File: src/frt_pkg.sv
package frt_pkg;

  // Register offsets (byte addresses)
  localparam logic [7:0] MODE_OFS    = 8'h00;
  localparam logic [7:0] CONTROL_OFS = 8'h04;
  localparam logic [7:0] PERIOD_OFS  = 8'h08;
  localparam logic [7:0] COUNT_OFS   = 8'h0c;
  localparam logic [7:0] STATUS_OFS  = 8'h10;
  localparam logic [7:0] IRQ_MASK_OFS = 8'h14;

  // Mode register fields
  localparam int MODE_MATCH_IE   = 0;
  localparam int MODE_OVF_IE     = 1;
  localparam int MODE_MCD        = 2;
  localparam int MODE_COUNT_CLOCK_SOURCE_LO  = 4;

  // Control register fields
  localparam int CTRL_EN    = 0;
  localparam int CTRL_HOLD  = 1;
  localparam int CTRL_CLEAR = 2;
  localparam int CTRL_READ_REQUEST  = 3;

  // Status register fields
  localparam int STAT_MATCH = 0;
  localparam int STAT_OVF   = 1;
  localparam int STAT_READ_ACKNOWLEDGE  = 2;

  // Reset values
  localparam logic [7:0]  MODE_RESET   = 8'h00;
  localparam logic [7:0]  CONTROL_RESET = 8'h00;
  localparam logic [31:0] PERIOD_RESET = 32'h0000_0000;
  localparam logic [31:0] COUNT_RESET  = 32'h0000_0000;
  localparam logic [2:0]  MASK_RESET   = 3'h7;

  // Clock source selections
  localparam logic [1:0] SRC_LSI     = 2'h0;
  localparam logic [1:0] SRC_EXT_DIV = 2'h1;
  localparam logic [1:0] SRC_SUB     = 2'h2;

  // External oscillator prescale
  localparam int          EXT_DIV    = 32;
  localparam logic [4:0]  EXT_DIV_MAX = 5'(EXT_DIV - 1);

  // Bus request carrier
  typedef struct packed {
    logic [7:0]  addr;
    logic [31:0] wdata;
    logic        wr;
    logic        rd;
  } frt_bus_s;

endpackage

File: src/frt_timer.sv
// What this block does
// [RULE_01] One 32-bit up counter, ticks when enabled
// [RULE_02] Keeps counting in stop mode if clock runs
// [RULE_03] Sub oscillator feeds the counter directly
// [RULE_04] Mode bits 5:4 pick counting clock source
// [RULE_05] Match with clear on: zero, wait flag
// [RULE_06] Match with clear off: keep counting
// [RULE_07] Mode bit 1 enables overflow interrupt
// [RULE_08] Mode bit 0 enables match interrupt
// [RULE_09] Read request auto-clears on acknowledge
// [RULE_10] Acknowledge bit shows captured value ready
// [RULE_11] Clear bit write one zeroes counter
// [RULE_12] Hold bit freezes the counter
// [RULE_13] Full 32-bit read/write period register
// [RULE_14] Counter register is read only
// [RULE_15] Overflow flag set on wrap, write-one clear
// [RULE_16] Match flag set on match, write-one clear
// [RULE_17] Control bit 0 enables counting
// [RULE_18] Interrupt from enabled flags
//
// Implementation choice: strobed register access.
`timescale 1ns/1ns
`default_nettype none

module frt_timer (
  input  wire logic              clk,
  input  wire logic              reset,
  input  wire frt_pkg::frt_bus_s bus,
  output logic [31:0]            rdata,
  input  wire logic              lsi_clk_pin,
  input  wire logic              ext_osc_pin,
  input  wire logic              sub_oscillator_pin,
  output logic                   irq
);

  // Whole state of the block
  typedef struct packed {
    logic [7:0]  mode;
    logic [7:0]  control;
    logic [31:0] period;
    logic [31:0] count;
    logic [31:0] snapshot;
    logic        match_flag;
    logic        ovf_flag;
    logic        read_acknowledge;
    logic [2:0]  mask;
    logic [4:0]  ext_div;
    logic [2:0]  lsi_sync;
    logic [2:0]  ext_sync;
    logic [2:0]  sub_sync;
    logic        lsi_level;
    logic        ext_level;
    logic        sub_level;
    logic [31:0] rdata;
  } frt_state_s;

  frt_state_s state_reg;  // Registered state
  frt_state_s state_next; // Next state

  // Combinational helpers
  logic        lsi_rise;    // Filtered rising edges
  logic        ext_rise;
  logic        sub_rise;
  logic        ext_tick;    // Divided external tick
  logic        tick;        // Selected count tick
  logic        running;     // Counter may advance
  logic        is_match;    // Counter equals period
  logic        wr_ctrl;     // Decoded strobes
  logic        wr_stat;
  logic [2:0]  stat_vec;    // Status bits
  logic [31:0] rd_value;    // Read mux

  // Edge detection once stages 1 and 2 agree; stage 0 feeds stage 1 only
  always_comb begin
    lsi_rise = (state_reg.lsi_sync[1] == state_reg.lsi_sync[2]) &&
               state_reg.lsi_sync[2] && !state_reg.lsi_level;
    ext_rise = (state_reg.ext_sync[1] == state_reg.ext_sync[2]) &&
               state_reg.ext_sync[2] && !state_reg.ext_level;
    sub_rise = (state_reg.sub_sync[1] == state_reg.sub_sync[2]) &&
               state_reg.sub_sync[2] && !state_reg.sub_level;
  end

  // Tick selection; reserved code never ticks
  always_comb begin
    ext_tick = ext_rise && (state_reg.ext_div == frt_pkg::EXT_DIV_MAX);
    case (state_reg.mode[frt_pkg::MODE_COUNT_CLOCK_SOURCE_LO +: 2])       // RULE_04
      frt_pkg::SRC_LSI:     tick = lsi_rise;                   // RULE_02
      frt_pkg::SRC_EXT_DIV: tick = ext_tick;
      frt_pkg::SRC_SUB:     tick = sub_rise;                   // RULE_03
      default:              tick = 1'b0;
    endcase
  end

  // Counting conditions
  always_comb begin
    is_match = (state_reg.count == state_reg.period);
    // Waiting for flag clear blocks counting in clear mode
    running  = state_reg.control[frt_pkg::CTRL_EN] &&          // RULE_17
               !state_reg.control[frt_pkg::CTRL_HOLD] &&         // RULE_12
               !(state_reg.match_flag && !state_reg.mode[frt_pkg::MODE_MCD]);
    wr_ctrl  = bus.wr && (bus.addr == frt_pkg::CONTROL_OFS);
    wr_stat  = bus.wr && (bus.addr == frt_pkg::STATUS_OFS);
    stat_vec = {state_reg.read_acknowledge, state_reg.ovf_flag, state_reg.match_flag};
  end

  // Read mux; unmapped addresses read zero
  always_comb begin
    case (bus.addr)
      frt_pkg::MODE_OFS:     rd_value = {24'h00_0000, state_reg.mode};
      frt_pkg::CONTROL_OFS:  rd_value = {24'h00_0000, 4'h0, 1'b0,
                                         state_reg.control[2:0]};
      frt_pkg::PERIOD_OFS:   rd_value = state_reg.period;        // RULE_13
      frt_pkg::COUNT_OFS:    rd_value = state_reg.snapshot;
      frt_pkg::STATUS_OFS:   rd_value = {29'h0000_0000, stat_vec};
      frt_pkg::IRQ_MASK_OFS: rd_value = {29'h0000_0000, state_reg.mask};
      default:               rd_value = 32'h0000_0000;
    endcase
  end

  // Next-state logic
  always_comb begin
    state_next = state_reg;

    // Pin synchronisers and level trackers
    state_next.lsi_sync = {state_reg.lsi_sync[1:0], lsi_clk_pin};
    state_next.ext_sync = {state_reg.ext_sync[1:0], ext_osc_pin};
    state_next.sub_sync = {state_reg.sub_sync[1:0], sub_oscillator_pin};
    if (state_reg.lsi_sync[1] == state_reg.lsi_sync[2]) begin
      state_next.lsi_level = state_reg.lsi_sync[2];
    end
    if (state_reg.ext_sync[1] == state_reg.ext_sync[2]) begin
      state_next.ext_level = state_reg.ext_sync[2];
    end
    if (state_reg.sub_sync[1] == state_reg.sub_sync[2]) begin
      state_next.sub_level = state_reg.sub_sync[2];
    end
    // Prescaler for the external oscillator
    if (ext_rise) begin
      state_next.ext_div = state_reg.ext_div + 5'h01;
    end

    // Counter advance and period match
    if (running && tick) begin
      if (is_match && !state_reg.mode[frt_pkg::MODE_MCD]) begin
        state_next.count = frt_pkg::COUNT_RESET;                // RULE_05
      end else begin
        state_next.count = state_reg.count + 32'h0000_0001;     // RULE_01 RULE_06
      end
    end

    // Software clear overrides counting; the clear bit self-clears
    state_next.control[frt_pkg::CTRL_CLEAR] = 1'b0;
    if (wr_ctrl && bus.wdata[frt_pkg::CTRL_CLEAR]) begin
      state_next.count = frt_pkg::COUNT_RESET;                  // RULE_11
    end

    // Register writes; count has no write path
    if (bus.wr && (bus.addr == frt_pkg::MODE_OFS)) begin
      state_next.mode = {2'b00, bus.wdata[5:4], 1'b0, bus.wdata[2:0]};
    end
    if (wr_ctrl) begin
      state_next.control[frt_pkg::CTRL_EN]   = bus.wdata[frt_pkg::CTRL_EN];
      state_next.control[frt_pkg::CTRL_HOLD] = bus.wdata[frt_pkg::CTRL_HOLD];
      if (bus.wdata[frt_pkg::CTRL_READ_REQUEST]) begin
        state_next.control[frt_pkg::CTRL_READ_REQUEST] = 1'b1;          // RULE_09
      end
    end
    if (bus.wr && (bus.addr == frt_pkg::PERIOD_OFS)) begin
      state_next.period = bus.wdata;                            // RULE_13
    end
    if (bus.wr && (bus.addr == frt_pkg::IRQ_MASK_OFS)) begin
      state_next.mask = bus.wdata[2:0];
    end

    // Read handshake: drop the request once acknowledged
    if (state_reg.read_acknowledge) begin
      state_next.control[frt_pkg::CTRL_READ_REQUEST] = 1'b0;            // RULE_09
    end
    // Software drops the acknowledge by writing one
    if (wr_stat && bus.wdata[frt_pkg::STAT_READ_ACKNOWLEDGE]) begin
      state_next.read_acknowledge = 1'b0;
    end
    // Capture comes last so a same-cycle acknowledge clear cannot lose it
    if (state_reg.control[frt_pkg::CTRL_READ_REQUEST] && !state_reg.read_acknowledge) begin
      state_next.snapshot = state_reg.count;                    // RULE_14
      state_next.read_acknowledge     = 1'b1;                               // RULE_10
    end

    // Flags: write-one clear, then hardware set wins
    if (wr_stat && bus.wdata[frt_pkg::STAT_MATCH]) begin
      state_next.match_flag = 1'b0;
    end
    if (wr_stat && bus.wdata[frt_pkg::STAT_OVF]) begin
      state_next.ovf_flag = 1'b0;
    end
    if (running && tick && is_match) begin
      state_next.match_flag = 1'b1;                             // RULE_16
    end
    if (running && tick && (state_reg.count == 32'hffff_ffff)) begin
      state_next.ovf_flag = 1'b1;                               // RULE_15
    end

    state_next.rdata = bus.rd ? rd_value : 32'h0000_0000;
  end

  // State register
  always_ff @(posedge clk) begin
    if (reset) begin
      state_reg         <= '0;
      state_reg.mode    <= frt_pkg::MODE_RESET;
      state_reg.control <= frt_pkg::CONTROL_RESET;
      state_reg.period  <= frt_pkg::PERIOD_RESET;
      state_reg.count   <= frt_pkg::COUNT_RESET;
      state_reg.mask    <= frt_pkg::MASK_RESET;
    end else begin
      state_reg <= state_next;
    end
  end

  // Outputs
  assign rdata = state_reg.rdata;
  // Mode enables and the mask both gate the line
  assign irq   = (state_reg.match_flag && state_reg.mode[frt_pkg::MODE_MATCH_IE] &&
                  state_reg.mask[frt_pkg::STAT_MATCH]) ||                   // RULE_08 RULE_18
                 (state_reg.ovf_flag && state_reg.mode[frt_pkg::MODE_OVF_IE] &&
                  state_reg.mask[frt_pkg::STAT_OVF]);                       // RULE_07 RULE_18
endmodule

`default_nettype wire

File: config.mk
export PLATFORM = sky130hd
export DESIGN_NAME = frt_timer
export DESIGN_NICKNAME = d
export VERILOG_FILES = /design/src/frt_pkg.sv /design/src/frt_timer.sv
export SDC_FILE = /design/constraint.sdc
export NUM_CORES = 1
export LEC_CHECK = 0
export ABC_CLOCK_PERIOD_IN_PS = 3100
export BUFFER_PORTS_ARGS = -buffer_cell sky130_fd_sc_hd__buf_4
export CAP_MARGIN = 15
export CORE_MARGIN = 2
export CORE_UTILIZATION = 58
export CTS_CLUSTER_SIZE = 25
export DETAILED_ROUTE_END_ITERATION = 10
export GPL_TIMING_DRIVEN = 0
export PLACE_DENSITY = 0.87
export SLEW_MARGIN = 25
export SYNTH_ARGS = -nofsm -noshare
export SYNTH_HDL_FRONTEND = slang
export SYNTH_SLANG_ARGS = --single-unit
File: constraint.sdc
create_clock -name clk -period 3.1 [get_ports clk]
set_input_delay 0.155 -clock clk [delete_from_list [all_inputs] [get_ports clk]]
set_output_delay 0.155 -clock clk [all_outputs]
set_load 0.02 [all_outputs]
==> metrics.md, run 1 <==
| Metric | Value |
|---|---|
| Status | complete, no violations |
| Later-pin clock latency in the skew report | 0.43 ns |
| F_max | roughly 350 MHz |
| Clk network pwr share | 49.2% |
| Final Cycle Share | approximately nine tenths |
| Hold-fix buffers, CTS | 34 |
| Pwr Total | approximately 4.4 mW |
| DRC Markers | 0 |
| Fraction of layout cells with a size suffix above 1 | about 17% |
| Crit path capture type | flop |
| Cell leakage power | about 3.1 nW |
| Unrepaired setup endpoints after global routing | false |
| Post-CTS resize count | 0 |
| Post-route ant nets | 0 |
| Worst Hold End | state_reg[122] |
| Critical Path AT | approximately 3.2 ns |
| Largest net degree at the start of global routing | 17 |
| Fillcell total | around 830 |
| Crit-path most repeated cell | ha_1 |
| Critical Path Slowest Stage Cell | dfxtp_1 |
| Area growth, synth to finish | 25.1% |
| Cell taking the most area after synthesis | dfxtp_1 |
| Initial antenna violation count | 0 |
| Hold depth | 3 |
| IO Pins | 80 |
| H-tree Lvls | 4 |
| Hold Crit Start | bus[5] |
| EDFF count, synth | 0 |
| Yosys warnings | 0 |
| Sw frac | about a fifth |
| CTS tree | done |
| Final Hold Fails | 0 |
| Gate power share | under 10% |
| I/O Buffers | 77 |
| Final setup viols | 0 |
| Net count of the finished layout | 988 |
| Int Pwr | between 3 and 4 mW |
| Area of the multi-input gates | ~0.0031 sq mm |
| Worst flop-to-flop path startpoint | state_reg[44] |
| Layout Skew | between 0.01 and 0.015 ns |
| Final instance area | roughly 0.0085 sq mm |
| Die ar. | 0.0126 sq mm |
| CTS sink count | 159 |
| Most frequent cells in the layout | 161 x nand2_1, 159 x dfxtp_1, 112 x buf_4 |
| Sequential share of power | around 47% |
| Number of vias per cell | 5.65 |
| Post-synthesis register bit count | 159 |
| Core Area | about 0.011 sq mm |
| # diodes | 0 |
| Post-CTS Setup Inserts | 0 |
| Synth Cell Area | 0.00682 sq mm |
| Post-Syn Instances | 805 |
| Initial DRT Pass Iterations | 5 |
| DIE HEIGHT | 112 um |
| Slew HR | between 50% and 60% |
| Clock root cell | clkbuf_16 |
| Post-synth ARST share | 0% |
| Area after DPL | 0.00758 sq mm |
| Die width | between 100 and 150 um |
| Top post-synthesis cells by area | dfxtp_1 47%, nand2_1 8.9%, xnor2_1 6.7%, a21oi_1 5.5%, nor2_1 4.2% |
| CTS max path bufs | 2 |
| First-pass GRT wire length | around 29 mm |
| FF-to-FF path depth | 11 |
| Seq/Total Area, Yosys | 46.7% |
| R2r endpoint | stat_vec[1] |
| Worst Path Class, Setup | flop to flop |
| Maximum Capacitance Violations | 0 |
| GPL Wtd Cong | about 0.96 |
| Largest fanout on the critical path | 10 |
| Power per cell area | 511 mW/mm^2 |
| Net switching power | around 860 uW |
| Initial Util | between 50 and 60% |
| Reg area | 0.00318 sq mm |
| Post-Route Setup TNS | 0 ns |
| Share of the synthesized area in the top cell type | 46.7% |
| Std-Cell Rows | 39 |
| Crit path time final | 2.85 ns |
| DR vias | between 6000 and 7000 |
| Distinct cells, synth | 46 |
| Vias in the first global route | roughly 5900 |
| Commonest non-fill, non-tap cell in the layout | nand2_1 |
| Clock Pin Slew Worst Setup and Hold Paths | 0.06 ns |
| Per-cell routed wire length | 16.3 um |
| Global Route Usage Sum | 28.7% |
| Max reg flops | 118 |
| Gr ovfl total | 0 |
| Routed WL | between 15 and 20 mm |
| Cell chain of the critical path | ha_1 -> and3_1 -> ha_1 -> nand3b_1 -> a221o_1 -> or3_1 -> clkbuf_1 -> buf_2 -> nor3_1 -> nand4_1 -> a21oi_1 |
| Worst-margin pin slew | slightly below 0.7 ns |
| CP required | about 3.5 ns |
| Max-slew violations | 0 |
| HPWL Detailed | approximately 12 mm |
| HP Class | input pin to flop |
| Synth Flop Type | dfxtp_1 |
| Worst reg-to-reg setup slack | between 0.2 and 0.3 ns |
| Num CTS Buffers | 17 |
| Worst setup SP type | flop |
| Syn_area_per_cell | around 8.5 sq um |
| Syn nets | about 860 |
| Crit-path max cell delay | ~0.37 ns |
| Worst IR Drop VDD | ~500 uV |
| 1st-iter DRT viols | between 600 and 700 |
-- worst max-delay path by stage --
| stage | from | to | slack, ns | cells past startpoint |
|---|---|---|---|---|
| 2_1_floorplan | state_reg[44] | state_reg[114] | 0.67 | 11 |
| 3_3_place_gp | state_reg[44] | state_reg[109] | 0.36 | 9 |
| 3_5_place_dp | state_reg[44] | stat_vec[1] | 0.35 | 11 |
| 4_1_cts | state_reg[44] | stat_vec[1] | 0.30 | 11 |
| 5_1_grt | state_reg[44] | state_reg[94] | 0.05 | 11 |
| 6_report | state_reg[44] | stat_vec[1] | 0.25 | 11 |
-- power groups by stage --
stage / Clock [mW] / Sequential (mW) / Combinational [mW]
finish: 2.14 / 2.05 / 0.163
global route: 2.24 / 2.05 / 0.174
CTS: 2.15 / 2.05 / 0.159
detailed placement: 0 / 2.10 / 0.124
global placement: 0 / 2.10 / 0.123
floorplan: 0 / 2.10 / 0.0553
-- cells in the mapped netlist, types with 7 or more instances --
cell        n
buf_4      35
mux2i_1    16
nor4_1     17
inv_1      12
o21ai_0     8
xor2_1     10
nor3_1      9
nor2b_1    11
nor2_1     77
clkbuf_1   36
xnor2_1    52
buf_2       7
dfxtp_1   159
nand4_1    20
and3_1      8
a22oi_1    27
a21oi_1    75
nand2_1   161
nand3_1    13
-- area by class of cell --
| type | count | share of cell area [%] |
|---|---|---|
| Buffer | 86 | 5.95 |
| Multi-Input combinational cell | 548 | 36.3 |
| Clock inverter | 6 | 1.23 |
| Tap cell | 143 | 2.10 |
| Inverter | 12 | 0.528 |
| Clock buffer | 24 | 5.88 |
| Timing Repair Buffer | 111 | 10.8 |
| Sequential cell | 159 | 37.3 |
-- through the flow --
step | cells | util [%] | worst slack (ns) | hold WS, ns
2_1_floorplan | 805 | - | 0.673 | 0.276
3_3_place_gp | 1025 | 66.1 | 0.362 | 0.364
3_5_place_dp | 1025 | 66.1 | 0.353 | 0.374
4_1_cts | 1089 | 74.4 | 0.305 | 0.00340
5_1_grt | 1089 | 74.4 | 0.0491 | 0.0232
6_report | 1089 | 74.4 | 0.251 | 0.0169
-- metal layers --
metal  part of all wire (%)  wire (um)  up-vias  global-route usage (%)
met2                     50       8880      280                    49.8
met5                      0          0        -                       0
met4                    3.7        654        0                    12.5
li1                       -          -     2942                       -
met1                     38       6800     2869                    32.9
met3                    7.8       1390       67                    8.37
-- logic make-up (layout without fill, tap and decap cells) --
kind of cell,count (synthesis),after routing,share of synthesized area [%]
compound gates,122,122,10.5
xor+xnor,62,62,7.96
fa+ha+maj,6,6,1.10
buf+inv,98,239,8.11
flops,159,159,46.7
mux,17,17,2.68
simple gates,341,341,23.0
-- critical path: cells and delay by family, from the launching register on --
kind	cells	cell delay [ns]
fa+ha+maj	2	0.35
flops	1	0.37
buf+inv	2	0.46
simple gates	5	1.07
compound gates	2	0.52
Note: power is estimated with default switching activity, not from simulation.
==> run 2: changes to the inputs <==
--- a/config.mk
+++ b/config.mk
@@ -6,14 +6,15 @@
 export NUM_CORES = 1
 export LEC_CHECK = 0
 export ABC_CLOCK_PERIOD_IN_PS = 3100
-export BUFFER_PORTS_ARGS = -buffer_cell sky130_fd_sc_hd__buf_4
 export CAP_MARGIN = 15
 export CORE_MARGIN = 2
-export CORE_UTILIZATION = 58
+export CORE_UTILIZATION = 60
 export CTS_CLUSTER_SIZE = 25
 export DETAILED_ROUTE_END_ITERATION = 10
+export DONT_BUFFER_PORTS = 1
 export GPL_TIMING_DRIVEN = 0
-export PLACE_DENSITY = 0.87
+export MAX_ROUTING_LAYER = met4
+export PLACE_DENSITY = 0.84
 export SLEW_MARGIN = 25
 export SYNTH_ARGS = -nofsm -noshare
 export SYNTH_HDL_FRONTEND = slang
==> metrics.md, run 2 (synthesis results as in run 1) <==
| Metric | Value |
|---|---|
| Net count of the finished layout | 916 (-7.3%) |
| Later-pin clock latency in the skew report | 0.43 ns (about the same) |
| Final instance area | 0.00803 sq mm (-5.9%) |
| Worst setup margin | 0.237 ns (-0.0133 ns) |
| Initial DRT Pass Iterations | 7 (+2) |
| Final Hold Fails | 0 (unchanged) |
| Worst-margin pin slew | 0.716 ns (+0.0288 ns) |
| Worst IR Drop VDD | 470 uV (-4.2%) |
| FF-to-FF path depth | 11 (unchanged) |
| Max reg flops | 118 (unchanged) |
| Crit path time final | 2.86 ns (+0.0133 ns) |
| Final setup viols | 0 (unchanged) |
| Fillcell total | 812 (-2.3%) |
| Vias in the first global route | 5914 (unchanged) |
| DIE HEIGHT | 111 um (-1.6%) |
| Initial antenna violation count | 0 (unchanged) |
| Number of vias per cell | 5.77 (+2.0%) |
| HPWL Detailed | 12.3 mm (+5.6%) |
| CP required | 3.42 ns (-0.04 ns) |
| Commonest non-fill, non-tap cell in the layout | nand2_1 |
| Worst setup SP type | flop |
| 1st-iter DRT viols | 629 (-3.1%) |
| R2r endpoint | state_reg[100] |
| Worst reg-to-reg setup slack | 0.24 ns (about the same) |
| IO Pins | 80 (unchanged) |
| CTS tree | done |
| Slew HR | 51.9% (-1.9 points) |
| Area after DPL | 0.00701 sq mm (-7.6%) |
| I/O Buffers | 0 (-100%) |
| Status | complete, no violations |
| Layout Cells excl Fill | 1015 (-6.8%) |
| Initial Util | 62.1% (+2.6 points) |
| Gr ovfl total | 0 (unchanged) |
| Critical Path AT | 3.18 ns (-0.03 ns) |
| Cell leakage power | 2.76 nW (-12%) |
| Per-cell routed wire length | 17.3 um (+6.1%) |
| Worst Path Class, Setup | flop to flop |
| Std-Cell Rows | 38 (-2.6%) |
| Unrepaired setup endpoints after global routing | false |
| # diodes | 0 (unchanged) |
| Power per cell area | 547 mW/mm^2 (+7.1%) |
| Worst flop-to-flop path startpoint | state_reg[44] |
| DRC Markers | 0 (unchanged) |
| CTS max path bufs | 2 (unchanged) |
| Final core occ | 73.1% (-1.3 points) |
| Post-route ant nets | 0 (unchanged) |
| F_max | 349 MHz (-0.47%) |
| H-tree Lvls | 4 (unchanged) |
| Largest fanout on the critical path | 10 (unchanged) |
| Crit path capture type | flop |
| Post-Route Setup TNS | 0 ns (unchanged) |
| DR vias | 5855 (-4.9%) |
| Worst setup path endpoint | state_reg[100] |
| Core Area | 0.0110 sq mm (-4.2%) |
| Dpl cells | 945 (-7.8%) |
| Placement Setup Slack | 0.265 ns (-0.0882 ns) |
| Most frequent cells in the layout | 161 x nand2_1, 159 x dfxtp_1, 77 x nor2_1 |
| Global Route Usage Sum | 30.4% (+1.7 points) |
| HP Class | input pin to flop |
| Reg area | 0.00318 sq mm (unchanged) |
| Worst setup path startpoint | state_reg[44] |
| Maximum Capacitance Violations | 0 (unchanged) |
| Area growth, synth to finish | 17.7% |
| Die ar. | 0.0122 sq mm (-3.2%) |
| Hold Slack | 0.0116 ns (-0.00530 ns) |
| Area of the multi-input gates | 0.00310 sq mm (+0.20%) |
| Largest net degree at the start of global routing | 17 (unchanged) |
| First-pass GRT wire length | 28.8 mm (+0.87%) |
| Pwr Total | 4.39 mW (+0.78%) |
| Routed WL | 17.5 mm (-1.1%) |
| Layout Skew | 0.00751 ns (-0.00747 ns) |
| Fraction of layout cells with a size suffix above 1 | 10.4% (-7.0 points) |
| Clock Pin Slew Worst Setup and Hold Paths | 0.06 ns (about the same) |
| Final Cycle Share | 92.3% (+0.43 points) |
| GPL Wtd Cong | 0.943 (-1.2%) |
| Die width | 111 um (-1.6%) |
| Num CTS Buffers | 17 (unchanged) |
| Max-slew violations | 0 (unchanged) |
| CTS sink count | 159 (unchanged) |
| Clock root cell | clkbuf_16 |
[run 2: worst min path at each step]
stage | to | startpoint | cells past startpoint | slack, ns
2_1_floorplan | state_reg[49] | bus[2] | 2 | 0.28
3_3_place_gp | state_reg[49] | bus[2] | 2 | 0.28
3_5_place_dp | state_reg[49] | bus[2] | 2 | 0.29
4_1_cts | stat_vec[0] | bus[2] | 3 | 0.004
5_1_grt | stat_vec[0] | bus[2] | 3 | 0.07
6_report | stat_vec[0] | bus[2] | 3 | 0.01
[run 2: routing by layer]
| metal | vias up | track usage, % | part of all wire, % |
|---|---|---|---|
| met5 | - | - | 0 |
| met4 | 0 | 13.0 | 2.8 |
| met3 | 49 | 7.08 | 6.5 |
| met2 | 218 | 51.0 | 50 |
| met1 | 2785 | 35.0 | 40 |
| li1 | 2803 | - | - |
[run 2: cell type report]
class / count / area share [%]
buffer: 86 / 6.32
clock buffer: 21 / 5.86
timing repair buffer: 39 / 4.86
sequential: 159 / 39.6
clock inverter: 10 / 1.98
inverter: 12 / 0.561
tap: 140 / 2.18
multi-input combinational: 548 / 38.6
[run 2: power by group]
group	leakage, nW	internal [mW]	switching (mW)
logic	1.17	0.0557	0.0646
clock network	0.305	1.40	0.816
registers	1.28	2.05	0.00320
[run 2: repair_timing]
action / 4_1_cts / 5_1_grt
setup buffers: 0 / 0
hold buffers: 39 / 0
setup endpoints to repair: 0 / 1
resized for setup: 0 / 1
endpoints found under the hold margin: 53 / 0
[run 2: worst max-delay path: stages (launching register included)]
cell and delay [ns]:
dfxtp_1 0.37, ha_1 0.18, and3_1 0.16, ha_1 0.15, nand3b_1 0.09, a221o_1 0.37, or3_1 0.32, clkbuf_1 0.20
clkbuf_1 0.32, nor3_1 0.36, xnor2_1 0.16, nor2_1 0.06
==> run 3: changes to the inputs <==
--- a/config.mk
+++ b/config.mk
@@ -8,13 +8,14 @@
 export ABC_CLOCK_PERIOD_IN_PS = 3100
 export CAP_MARGIN = 15
 export CORE_MARGIN = 2
-export CORE_UTILIZATION = 60
+export CORE_UTILIZATION = 35
 export CTS_CLUSTER_SIZE = 25
 export DETAILED_ROUTE_END_ITERATION = 10
 export DONT_BUFFER_PORTS = 1
 export GPL_TIMING_DRIVEN = 0
 export MAX_ROUTING_LAYER = met4
-export PLACE_DENSITY = 0.84
+export PLACE_DENSITY = 0.57
+export SKIP_LAST_GASP = 1
 export SLEW_MARGIN = 25
 export SYNTH_ARGS = -nofsm -noshare
 export SYNTH_HDL_FRONTEND = slang
==> metrics.md, run 3 (synthesis results as in run 1) <==
| Metric | Value |
|---|---|
| Largest net degree at the start of global routing | 17 (unchanged) |
| Power per cell area | 534 mW/mm^2 (-2.4%) |
| Initial antenna violation count | 0 (unchanged) |
| Number of vias per cell | 4.81 (-17%) |
| Vias in the first global route | 5247 (-11%) |
| Layout Skew | 0.00738 ns (-0.000137 ns) |
| R2r endpoint | stat_vec[1] |
| HPWL Detailed | 12.7 mm (+2.7%) |
| GRT busiest layer | met2 |
| Crit-path max cell delay | 0.37 ns (about the same) |
| Final Cycle Share | 90.1% (-2.2 points) |
| Final setup viols | 0 (unchanged) |
| GPL Wtd Cong | 0.862 (-8.6%) |
| Most frequent cells in the layout | 161 x nand2_1, 159 x dfxtp_1, 77 x nor2_1 |
| Unrepaired setup endpoints after global routing | false |
| Hold Slack | 0.0259 ns (+0.0143 ns) |
| Core Area | 0.0193 sq mm (+75%) |
| HP Class | input pin to flop |
| CP required | 3.46 ns (+0.04 ns) |
| Die ar. | 0.0206 sq mm (+69%) |
| Final core occ | 42.4% (-31 points) |
| Routed WL | 17.6 mm (+0.28%) |
| Commonest non-fill, non-tap cell in the layout | nand2_1 |
| Max-slew violations | 0 (unchanged) |
| Critical Path Slowest Stage Cell | dfxtp_1 |
| Largest fanout on the critical path | 10 (unchanged) |
| Final Hold Fails | 0 (unchanged) |
| FF-to-FF path depth | 11 (unchanged) |
| H-tree Lvls | 4 (unchanged) |
| Per-cell routed wire length | 15.4 um (-11%) |
| Std-Cell Rows | 51 (+34%) |
| Crit-path most repeated cell | ha_1 |
| DIE HEIGHT | 144 um (+30%) |
| Later-pin clock latency in the skew report | 0.43 ns (about the same) |
| Die width | 144 um (+30%) |
| Num CTS Buffers | 17 (unchanged) |
| CTS sink count | 159 (unchanged) |
| Area growth, synth to finish | 19.6% |
| DR vias | 5484 (-6.3%) |
| Post-route ant nets | 0 (unchanged) |
| Worst IR Drop VDD | 403 uV (-14%) |
| I/O Buffers | 0 (unchanged) |
| Initial Util | 35.4% (-27 points) |
| Area after DPL | 0.00716 sq mm (+2.2%) |
| F_max | 358 MHz (+2.5%) |
| Maximum Capacitance Violations | 0 (unchanged) |
| Cell leakage power | 2.74 nW (-0.70%) |
| Clock root cell | clkbuf_16 |
| Post-Route Setup TNS | 0 ns (unchanged) |
| Final instance area | 0.00816 sq mm (+1.6%) |
| CTS max path bufs | 2 (unchanged) |
| Crit path capture type | flop |
| 1st-iter DRT viols | 353 (-44%) |
| IO Pins | 80 (unchanged) |
| Slew HR | 50.2% (-1.7 points) |
| Worst reg-to-reg setup slack | 0.31 ns (+0.07 ns) |
| Crit path time final | 2.79 ns (-0.0687 ns) |
| Placement Setup Slack | 0.303 ns (+0.0380 ns) |
| Grt met2 use | 29.3% (-22 points) |
| DRC Markers | 0 (unchanged) |
| Post-CTS Setup Inserts | 0 (unchanged) |
| Gr ovfl total | 0 (unchanged) |
| Worst setup path startpoint | state_reg[44] |
| CTS tree | done |
| Critical Path AT | 3.16 ns (-0.02 ns) |
| Net count of the finished layout | 916 (unchanged) |
| Worst setup margin | 0.306 ns (+0.0687 ns) |
| Worst flop-to-flop path startpoint | state_reg[44] |
| GR Util met1 | 22.7% (-12 points) |
| Max reg flops | 118 (unchanged) |
| First-pass GRT wire length | 27.9 mm (-3.2%) |
| Worst setup path endpoint | stat_vec[1] |
| Initial DRT Pass Iterations | 5 (-2) |
| Worst-margin pin slew | 0.748 ns (+0.0316 ns) |
| Cell chain of the critical path | ha_1 -> and3_1 -> ha_1 -> nand3b_1 -> a221o_1 -> or3_1 -> clkbuf_1 -> buf_2 -> nor3_1 -> nand4_1 -> a21oi_1 |
| Worst setup SP type | flop |
| GR Layer Usage met3 | 4.00% (-3.1 points) |
| Fillcell total | 2005 (+150%) |
| Worst Path Class, Setup | flop to flop |
| Status | complete, no violations |
| # diodes | 0 (unchanged) |
| Fraction of layout cells with a size suffix above 1 | 10.1% (-0.34 points) |
| Clock Pin Slew Worst Setup and Hold Paths | 0.06 ns (about the same) |
| Global Route Usage Sum | 18.3% (-12 points) |
| Post-CTS resize count | 0 (unchanged) |
## run 3: cell count changes in the layout (fill, tap and decap cells not counted)
cell,previous run,this run
bufinv_16,4,3
clkbuf_1,37,39
clkinv_2,3,0
clkinv_4,0,1
clkinvlp_4,2,3
nor4_1,16,17
nor4_2,1,0
## run 3: worst max-delay path: cells and delay by family (launching register included)
kind | cells | cell delay, ns
adders and majority gates | 2 | 0.31
and+or+nand+nor | 5 | 1.06
buffers and inverters | 2 | 0.45
AOI/OAI and AO/OA | 2 | 0.54
DFF | 1 | 0.37
## run 3: how the worst min path moves through the flow
| stage | slack, ns | cells after the start | endpoint | startpoint |
|---|---|---|---|---|
| after floorplan | 0.28 | 2 | state_reg[49] | bus[2] |
| after global placement | 0.28 | 2 | state_reg[50] | bus[3] |
| after detailed placement | 0.29 | 2 | state_reg[50] | bus[3] |
| after CTS | 0.01 | 3 | stat_vec[0] | bus[2] |
| after global routing | 0.03 | 3 | stat_vec[0] | bus[2] |
| final | 0.03 | 3 | stat_vec[0] | bus[2] |
## run 3: routing by layer
| metal | wire length, um | vias to the layer above |
|---|---|---|
| met5 | 0 | - |
| met4 | 336 | 0 |
| met3 | 699 | 23 |
| met2 | 8580 | 115 |
| met1 | 7950 | 2555 |
| li1 | - | 2791 |
## run 3: power by group
group | total (mW) | internal (mW) | switching (mW)
combinational | 0.123 | 0.0559 | 0.0669
sequential | 2.05 | 2.05 | 0.00290
clock | 2.18 | 1.33 | 0.854
total | 4.36 | 3.44 | 0.924
## run 3: area by class of cell
cell class / instances / area [sq um] / share of cell area [%]
buffer: 86 / 508 / 6.22
clock buffer: 23 / 478 / 5.86
clock inverter: 8 / 130 / 1.59
inverter: 12 / 45.0 / 0.552
multi-input combinational: 548 / 3100 / 37.9
sequential: 159 / 3180 / 39.0
tap: 265 / 332 / 4.06
timing repair buffer: 39 / 390 / 4.78
## run 3: repair_timing
action	CTS	global route
hold endpoints to repair	54	0
hold buffers	39	0
endpoints found under the setup margin	0	0
## run 3: metrics by stage
stage / power (mW) / cells
after CTS: 4.39 / 1140
after detailed placement: 2.18 / 1070
after global routing: 4.49 / 1140
final: 4.36 / 1140
after floorplan: 2.15 / 805
after global placement: 2.18 / 1070
